--- src/hdl/htde_pkg.sv ---
// Package for the humidity/temperature duty encoder.
// Assumes a single 50 MHz clock domain; no software-visible registers.
package htde_pkg;
  localparam int CLK_HZ = 50000000;
  localparam int MEAS_PERIOD_MS = 1000;
  localparam int MEAS_CYCLES = (CLK_HZ / 1000) * MEAS_PERIOD_MS;
  localparam int DUTY_W = 12;
  localparam int PERIOD_CYCLES = 4096;
  localparam logic [DUTY_W-1:0] DUTY_RESET = 12'h000;
  localparam logic [31:0] TICK_RESET = 32'h0000_0000;
  localparam int WAIT_W = 8;
  localparam logic [WAIT_W-1:0] WAIT_LIMIT = 8'hFF;
  typedef enum logic [2:0]
  {
    HTDE_IDLE = 3'b001,
    HTDE_REQ = 3'b010,
    HTDE_WAIT = 3'b100
  } htde_state_type;
endpackage : htde_pkg

--- src/hdl/htde_core.sv ---
// Top of the humidity/temperature duty encoder.
// Assumes an external measurement engine answering a one-cycle request
// with raw codes already scaled to the duty range; routing pin is async.
// Functional notes
// - One humidity and one temperature measurement each second, each converted to duty.
// - Routing high: output A humidity, B temperature; low: swapped.
// - Duty is high time over total period, from 0 to 1; this design tops out at 4095/4096.
// - Duty follows the measurement linearly, no nonlinear mapping.
// - Humidity percent equals -6 plus 125 times duty.
// - Temperature Celsius equals -46.85 plus 175.72 times duty.
// - Humidity slightly below 0 or above 100 percent passes unclamped.
`timescale 1ns/1ps
module htde_core #(
  parameter int DUTY_W = htde_pkg::DUTY_W,
  parameter int MEAS_CYCLES = htde_pkg::MEAS_CYCLES
) (
  input wire logic clk,
  input wire logic rst_n,
  input wire logic route_sel,
  input wire logic [DUTY_W-1:0] rh_code,
  input wire logic [DUTY_W-1:0] temp_code,
  input wire logic meas_done,
  output logic meas_req,
  output logic duty_out_a,
  output logic duty_out_b
);
  // Counters below are sized for these limits
  if (DUTY_W < 4 || DUTY_W > 16)
  begin : g_bad_width
    $error("htde_core: duty width must be 4 to 16 bits");
  end

  if (MEAS_CYCLES < 2)
  begin : g_bad_interval
    $error("htde_core: measurement interval below two cycles");
  end

  typedef struct packed
  {
    // Routing pin path
    logic sel_m;
    logic sel_s;
    logic sel_d;

    // Interval and handshake
    logic [31:0] tick;
    htde_pkg::htde_state_type st;
    logic [htde_pkg::WAIT_W-1:0] wait_cnt;
    logic req;

    // Held results, kept as a pair
    logic have_res;
    logic [DUTY_W-1:0] rh;
    logic [DUTY_W-1:0] tc;

    // Routed codes and reload strobe for the channels
    logic [DUTY_W-1:0] duty_a;
    logic [DUTY_W-1:0] duty_b;
    logic load;
  } htde_core_type;

  htde_core_type r;
  htde_core_type next_r;

  logic tick_end;
  logic sel_moved;
  logic answer_open;
  logic take;

  logic pwm_a;
  logic pwm_b;

  assign tick_end = (r.tick == 32'(MEAS_CYCLES - 1));

  // settled routing level differs from the one last applied
  assign sel_moved = (r.sel_s != r.sel_d);

  // A fast engine may answer while the request still stands
  assign answer_open = (r.st == htde_pkg::HTDE_REQ) || (r.st == htde_pkg::HTDE_WAIT);
  assign take = answer_open && meas_done;

  always_comb
  begin
    next_r = r;
    next_r.load = 1'b0;
    next_r.req = 1'b0;

    next_r.sel_m = route_sel;
    next_r.sel_s = r.sel_m;
    next_r.sel_d = r.sel_s;

    if (tick_end)
    begin
      next_r.tick = htde_pkg::TICK_RESET;
    end
    else
    begin
      next_r.tick = r.tick + 32'h0000_0001;
    end

    // a new level reloads the held pair now, not a second later
    if (sel_moved && r.have_res)
    begin
      next_r.load = 1'b1;
    end

    if (take)
    begin
      next_r.rh = rh_code;
      next_r.tc = temp_code;
      next_r.have_res = 1'b1;
      next_r.load = 1'b1;
    end

    case (r.st)
      htde_pkg::HTDE_IDLE:
      begin
        next_r.wait_cnt = '0;
        if (tick_end)
        begin
          next_r.req = 1'b1;
          next_r.st = htde_pkg::HTDE_REQ;
        end
      end

      htde_pkg::HTDE_REQ:
      begin
        next_r.wait_cnt = '0;
        if (take)
        begin
          next_r.st = htde_pkg::HTDE_IDLE;
        end
        else
        begin
          next_r.st = htde_pkg::HTDE_WAIT;
        end
      end

      htde_pkg::HTDE_WAIT:
      begin
        next_r.wait_cnt = r.wait_cnt + 1'b1;
        if (take)
        begin
          next_r.st = htde_pkg::HTDE_IDLE;
        end
        // A silent engine would otherwise stop every later request
        else if (r.wait_cnt == htde_pkg::WAIT_LIMIT)
        begin
          next_r.st = htde_pkg::HTDE_IDLE;
        end
      end

      default:
      begin
        next_r.wait_cnt = '0;
        next_r.st = htde_pkg::HTDE_IDLE;
      end
    endcase

    // routing applied to the pair handed to the channels
    if (next_r.sel_s)
    begin
      next_r.duty_a = next_r.rh;
      next_r.duty_b = next_r.tc;
    end
    else
    begin
      next_r.duty_a = next_r.tc;
      next_r.duty_b = next_r.rh;
    end
  end

  // Async clear; the state field needs its one-hot idle code
  always_ff @(posedge clk or negedge rst_n)
  begin
    if (!rst_n)
    begin
      r <= '0;
      r.st <= htde_pkg::HTDE_IDLE;
    end
    else
    begin
      r <= next_r;
    end
  end

  // Both channels share reset, so their periods stay aligned
  // channel A, fixed period with boundary reload
  htde_pwm_channel #(.DUTY_W(DUTY_W)) u_ch_a (
    .clk(clk),
    .rst_n(rst_n),
    .duty(r.duty_a),
    .load(r.load),
    .pwm(pwm_a)
  );

  // channel B, same phase as A
  htde_pwm_channel #(.DUTY_W(DUTY_W)) u_ch_b (
    .clk(clk),
    .rst_n(rst_n),
    .duty(r.duty_b),
    .load(r.load),
    .pwm(pwm_b)
  );

  // Outputs come straight from flip-flops
  assign meas_req = r.req;
  assign duty_out_a = pwm_a;
  assign duty_out_b = pwm_b;

endmodule : htde_core

--- src/hdl/htde_pwm_channel.sv ---
// One duty-cycle output channel with period-boundary reload.
// Assumes duty and load come from logic on the same clock.
`timescale 1ns/1ps
module htde_pwm_channel #(
  parameter int DUTY_W = 12
) (
  input wire logic clk,
  input wire logic rst_n,
  input wire logic [DUTY_W-1:0] duty,
  input wire logic load,
  output logic pwm
);
  typedef struct packed
  {
    logic [DUTY_W-1:0] cnt;
    logic [DUTY_W-1:0] pend;
    logic pend_vld;
    logic [DUTY_W-1:0] act;
    logic pwm;
  } htde_ch_type;
  htde_ch_type r;
  htde_ch_type next_r;
  always_comb
  begin
    next_r = r;
    next_r.cnt = r.cnt + 1'b1;
    if (load)
    begin
      next_r.pend = duty;
      next_r.pend_vld = 1'b1;
    end
    if (r.cnt == '1)
    begin
      if (r.pend_vld || load)
      begin
        next_r.act = load ? duty : r.pend;
        next_r.pend_vld = 1'b0;
      end
    end
    if (next_r.cnt == '0)
      next_r.pwm = (r.cnt == '1) ? (next_r.act != '0) : 1'b0;
    else
      next_r.pwm = next_r.cnt < ((r.cnt == '1) ? next_r.act : r.act);
  end
  always_ff @(posedge clk or negedge rst_n)
  begin
    if (!rst_n)
      r <= '0;
    else
      r <= next_r;
  end
  assign pwm = r.pwm;
endmodule : htde_pwm_channel

--- config.mk ---
export PLATFORM = sky130hd
export DESIGN_NAME = htde_core
export DESIGN_NICKNAME = d
export VERILOG_FILES = /design/src/hdl/htde_pkg.sv /design/src/hdl/htde_core.sv /design/src/hdl/htde_pwm_channel.sv
export SDC_FILE = /design/constraint.sdc
export NUM_CORES = 1
export LEC_CHECK = 0
export ABC_AREA = 0
export BUFFER_PORTS_ARGS = -buffer_cell sky130_fd_sc_hd__clkbuf_2
export CORE_MARGIN = 3
export CORE_UTILIZATION = 45
export CTS_CLUSTER_DIAMETER = 80
export DETAILED_ROUTE_END_ITERATION = 6
export REMOVE_ABC_BUFFERS = 1
export SLEW_MARGIN = 20
export SYNTH_ARGS = -nofsm -noshare
export SYNTH_HDL_FRONTEND = slang
export SYNTH_SLANG_ARGS = --single-unit
export TNS_END_PERCENT = 100
--- constraint.sdc ---
create_clock -name clk -period 3.5 [get_ports clk]
set_input_delay 0.35 -clock clk [delete_from_list [all_inputs] [get_ports clk]]
set_output_delay 0.35 -clock clk [all_outputs]
set_load 0.01 [all_outputs]
**Word-level counts from Yosys, hierarchy flattened**

Index checks and enable logic that the tools add are counted.
Widths: inputs -> output; s select.

- Add/subtract/negate cells: 4
- Multiply operators: 0
- Div/mod/pow operators: 0
- Order comparisons: 2
- Equality and inequality tests: 10
- Shift operators: 0
- Mux-type cells: 26
- Bitwise operators: 0
- Reduce and logical (&&, ||, !) cells: 10

Operators by type and width:

| kind | count |
|---|---|
| $mux 13 | 4 |
| $mux 12 | 4 |
| $mux 24 | 2 |
| $pmux 11 s3 | 1 |
| $add 32x1->32 const B | 1 |
| $eq 32x26->1 const B | 1 |
| $mux 32 | 1 |
| $add 12x1->12 const B | 2 |
| $eq 12x12->1 const B | 2 |
| $logic_not 12->1 | 2 |
| $lt 12x12->1 | 2 |
| $reduce_bool 12->1 | 2 |
| $mux 3 | 4 |
| $mux 1 | 10 |
| $add 8x1->8 const B | 1 |
| $eq 8x8->1 const B | 1 |
| $eq 3x1->1 const B | 1 |
| $eq 3x2->1 const B | 1 |
| $eq 3x3->1 const B | 1 |
| $logic_or 1x1->1 | 3 |
| $ne 3x2->1 const B | 1 |
| $logic_and 1x1->1 | 2 |
| $ne 2x2->1 const B | 1 |
| $reduce_and 2->1 | 1 |
| $ne 1x1->1 | 1 |

- Register bits: 173
- Bits in latches: 0
- Bits in writable memories: 0
- Memory bits (read-only): 0
- Input bits: 28
- Word-level logic and storage cells: 75
- Memories: 0

**Longest topological paths before layout**

- Depth in word-level cells: 6
- Depth in mapped cells: 14
- Depth with buffers taken out: 13

**Hierarchy**

A second synthesis with hierarchy kept.

- Cell total of the unflattened synthesis: 723
- Area total of the unflattened synthesis: 8,007.7 um^2

Modules (own cells, without submodules):

| module | instances | cells each | area each (um^2) |
|---|---|---|---|
| htde_core | 1 | 334 | 4,030.1 |
| htde_pwm_channel at u_ch_a | 1 | 190 | 1,990.7 |
| htde_pwm_channel at u_ch_b | 1 | 199 | 1,986.9 |

**Least setup slack after synthesis**

No wires, ideal clock.

- Kind: register to register
- Start: register u_ch_b.r[26] (netlist bit)
- End: register u_ch_b.r, in the netlist u_ch_b.pwm
- Arrival time: 2,996 ps
- Data required time: 3,421 ps
- Slack: 424 ps
- Stages on the path, launching flop included: 15
- Buffers on the path: 2
- Period minus slack after synthesis: 3,076 ps
- Path through: dfrtp_1 > ha_1 > nand3_2 > or4_4 > buf_6 > nor2_4 > buf_6 > mux2i_1 > ha_1 > a21o_1 > a21oi_1 > o21ai_0 > a221oi_1 > o31ai_1 > mux2i_1

RTL lines:

| element | line | RTL |
|---|---|---|
| start, declared | htde_pwm_channel.sv:21 | `htde_ch_type r;` |
| start signal, assigned | htde_pwm_channel.sv:50 | `r <= next_r;` |

==> flow_summary.yaml <==
setup_path:
  startpoint_type: "flip-flop"
  cp_cell_sequence: "ha_1 > nand3_2 > or4_4 > nor2_4 > buf_4 > mux2i_1 > ha_1 > a21o_1 > a221oi_1 > o31ai_1 > mux2i_1"
  end_kind: "flip-flop"
  slowest_stage: "or4_4"
  arrival_ns: 3.56
  cp.required_ns: 3.85
  worstSetupPathType: "reg2reg"
  crit_buf_inv: 1
  path_max_fanout: 7
  cp_top_family: "simple AND/OR/NAND/NOR gates"
  slowest_delay_ns: 0.58
flow_run:
  drv_cap: 0
power:
  p_per_area_nw_per_um2: 501
  seqPwrFrac_pct: 48.7
  power_frac_comb_pct: 6.0
  total_switching_power_uw: 985
  power.internal_uw: 3460
  ir_worst_vdd_mv: 0.457
  power_switching_share_pct: 22.2
  p_leak_uw: 0.00443
  pwr-share-clk_pct: 45.3
sta:
  final-hold-violation-count: 1
  fmax_mhz: 311
  period_share_pct: 91.8
  tightestPinTransition_ns: 0.816
  rsz0062_at_grt: "no"
  setup_viol: 0
  finalCriticalPeriod_ns: 3.21
  slew_headroom_pct: 45.6
  slew_violations: 0
  fin_setup_tns_ns: 0
  clock_skew_ns: 0.00725
  hold_ws_ns: -0.00292
clocking:
  post_cts_buffers: 0
  cts-root-buf: "clkbuf_16"
  ctsHoldBuffers: 0
  path_clk_slew_ns: 0.07
  clk_latency_ns: 0.42
  cts.repair.resized: 0
  cts_buffer_depth: 2
  cts_tree: "done"
  h-tree-depth: 4
  cts_sinks: 173
  cts_made_buffers: 17
global_routing:
  grt_pass1_vias: 4940
  grt_util_all_layers_pct: 16.9
  grt_start_max_net_pins: 90
  antenna_found_initial: 0
  grt_pass1_wl_um: 24700
  overflow: 0
place:
  port_buffers: 30
  dp_cells: 912
  gp_congestion: 0.835
  hpwl_um: 10600
finish:
  drive_above_1_share_pct: 14.1
  stdcell_count: 944
  fin_nets: 765
  area_growth_syn_to_layout_pct: 14.0
  diodes: 0
yosys:
  synthMostInstantiatedCell: "dfrtp_1"
  synth_top_area_cell: "dfrtp_1"
  syn_inst: 667
  synthFlopType: "dfrtp_1"
  synth.cell_area_um2: 7770
  synth.distinct_cells: 52
  yosys-top-cells-count: "dfrtp_1 (172), mux2i_1 (76), inv_1 (61)"
  postSynth.asyncResetShare_pct: 100
  syn_area_per_cell_um2: 11.7
  synth.area.top_cells: "dfrtp_1 (55%), mux2i_1 (9.8%), ha_1 (4.2%), xnor2_1 (3.5%), xor2_1 (3.2%)"
  synth_top_cell_area_share_pct: 55.4
  yosysSeqAreaShare_pct: 55.7
  ys.warnings.count: 0
  synth_edf_count: 0
  ys_seq_elements: 173
worst_hold_path:
  hp-class: "in2async"
floorplanning:
  die_w_um: 137
  die-area_um2: 18900
  io_pins: 31
  core_area_um2: 16800
  initial_core_util_pct: 46.4
  row_count: 47
  die_h_um: 137
routing:
  routed_via_density: 5.17
  drtPass1Iterations: 4
  wirelength_um: 14700
  route.detailed.drc: 0
  antenna_left: 0
  wire_per_inst_um: 15.5
  drt_iter0_drc: 214
  num_vias: 4882
status:
  violations: "hold timing"
  outcome: "finished, violations left"
==> cell families after synthesis <==
group,share of synthesized area (%)
and+or+nand+nor,13.3
adders and majority gates,4.18
muxes,12.4
AOI/OAI and AO/OA,3.75
DFF,55.7
xor gates and xnor gates,6.65
buffers and inverters,4.01
==> worst paths after layout <==
| check | startpoint | endpoint | slack, ns | cells after the start |
|---|---|---|---|---|
| max | u_ch_b.r[26] | u_ch_b.pwm | 0.29 | 11 |
| min | rst_n | r[37] | -0.003 | 1 |
| max reg2reg | u_ch_b.r[26] | u_ch_b.pwm | 0.29 | 11 |
| min reg2reg | next_r[94] | r[94] | 0.41 | 0 |
| max in group asynchronous | rst_n | u_ch_a.r[26] | 2.66 | 2 |
| min in group clk | route_sel | next_r[95] | 0.03 | 1 |
==> power by group through the flow <==
stage / clock network, uW / logic (uW) / registers [uW]
2_1_floorplan: 0 / 149 / 2190
3_3_place_gp: 0 / 268 / 2200
3_5_place_dp: 0 / 276 / 2200
4_1_cts: 2060 / 278 / 2160
5_1_grt: 2150 / 306 / 2170
6_report: 2010 / 268 / 2160
==> cell type report <==
type / instances / area (um2)
Inverter: 61 / 229
Multi-Input combinational cell: 417 / 3140
Timing Repair Buffer: 41 / 251
Tap cell: 220 / 275
Clock inverter: 13 / 188
Clock buffer: 19 / 453
Fill cell: 1458 / 7900
Sequential cell: 173 / 4330
==> worst register-to-register path, delay by kind of cell, from the launching register on <==
kind	cells	cell delay, ns
compound gates	3	0.56
flops	1	0.43
mux	2	0.41
buf+inv	1	0.19
simple gates	3	1.01
fa+ha+maj	2	0.54
==> per-layer routing <==
layer / global-route usage, % / vias up / share of wire (%)
met5: 0 / - / 0
met1: 23.4 / 2414 / 48
met3: 4.24 / 17 / 3.7
li1: - / 2384 / -
met4: 4.82 / 0 / 1.1
met2: 26.4 / 67 / 47
==> metrics by stage <==
| step | worst slack (ns) | power [uW] | utilization [%] | hold WS (ns) | area (um2) |
|---|---|---|---|---|---|
| after floorplan | -0.376 | 2340 | - | 0.0544 | 7690 |
| after detailed placement | 0.291 | 2470 | 49.1 | 0.394 | 8220 |
| final | 0.286 | 4440 | 52.9 | -0.00292 | 8860 |
| after CTS | 0.263 | 4500 | 52.9 | 0.00735 | 8860 |
| after global routing | 0.0816 | 4630 | 52.9 | 0.00927 | 8860 |
| after global placement | 0.385 | 2460 | 49.1 | 0.378 | 8220 |
==> state kept, by name, indices dropped and copies added, names as in the netlist <==
name	flops
meas_req	1
u_ch_b.r	37
u_ch_b.pwm	1
r	94
next_r	2
u_ch_a.r	37
u_ch_a.pwm	1
==> layout by cell type (no fill, tap or decap), types with 4 or more instances in the layout <==
cell type / Yosys / routed
and3_1: 16 / 16
mux2i_1: 76 / 76
inv_1: 61 / 61
a21o_1: 8 / 8
nor2_1: 50 / 50
xor2_1: 28 / 28
nand3_1: 24 / 24
dfrtp_1: 172 / 172
mux2_2: 18 / 18
nand4_1: 16 / 16
buf_4: 0 / 10
o21ai_0: 10 / 10
a21oi_1: 8 / 8
clkbuf_16: 0 / 17
nor3_1: 12 / 12
bufinv_16: 0 / 4
xnor2_1: 31 / 31
clkbuf_2: 1 / 29
nor4_1: 19 / 19
nand2_1: 31 / 31
ha_1: 26 / 26
Power figures use the tool's default switching activity.
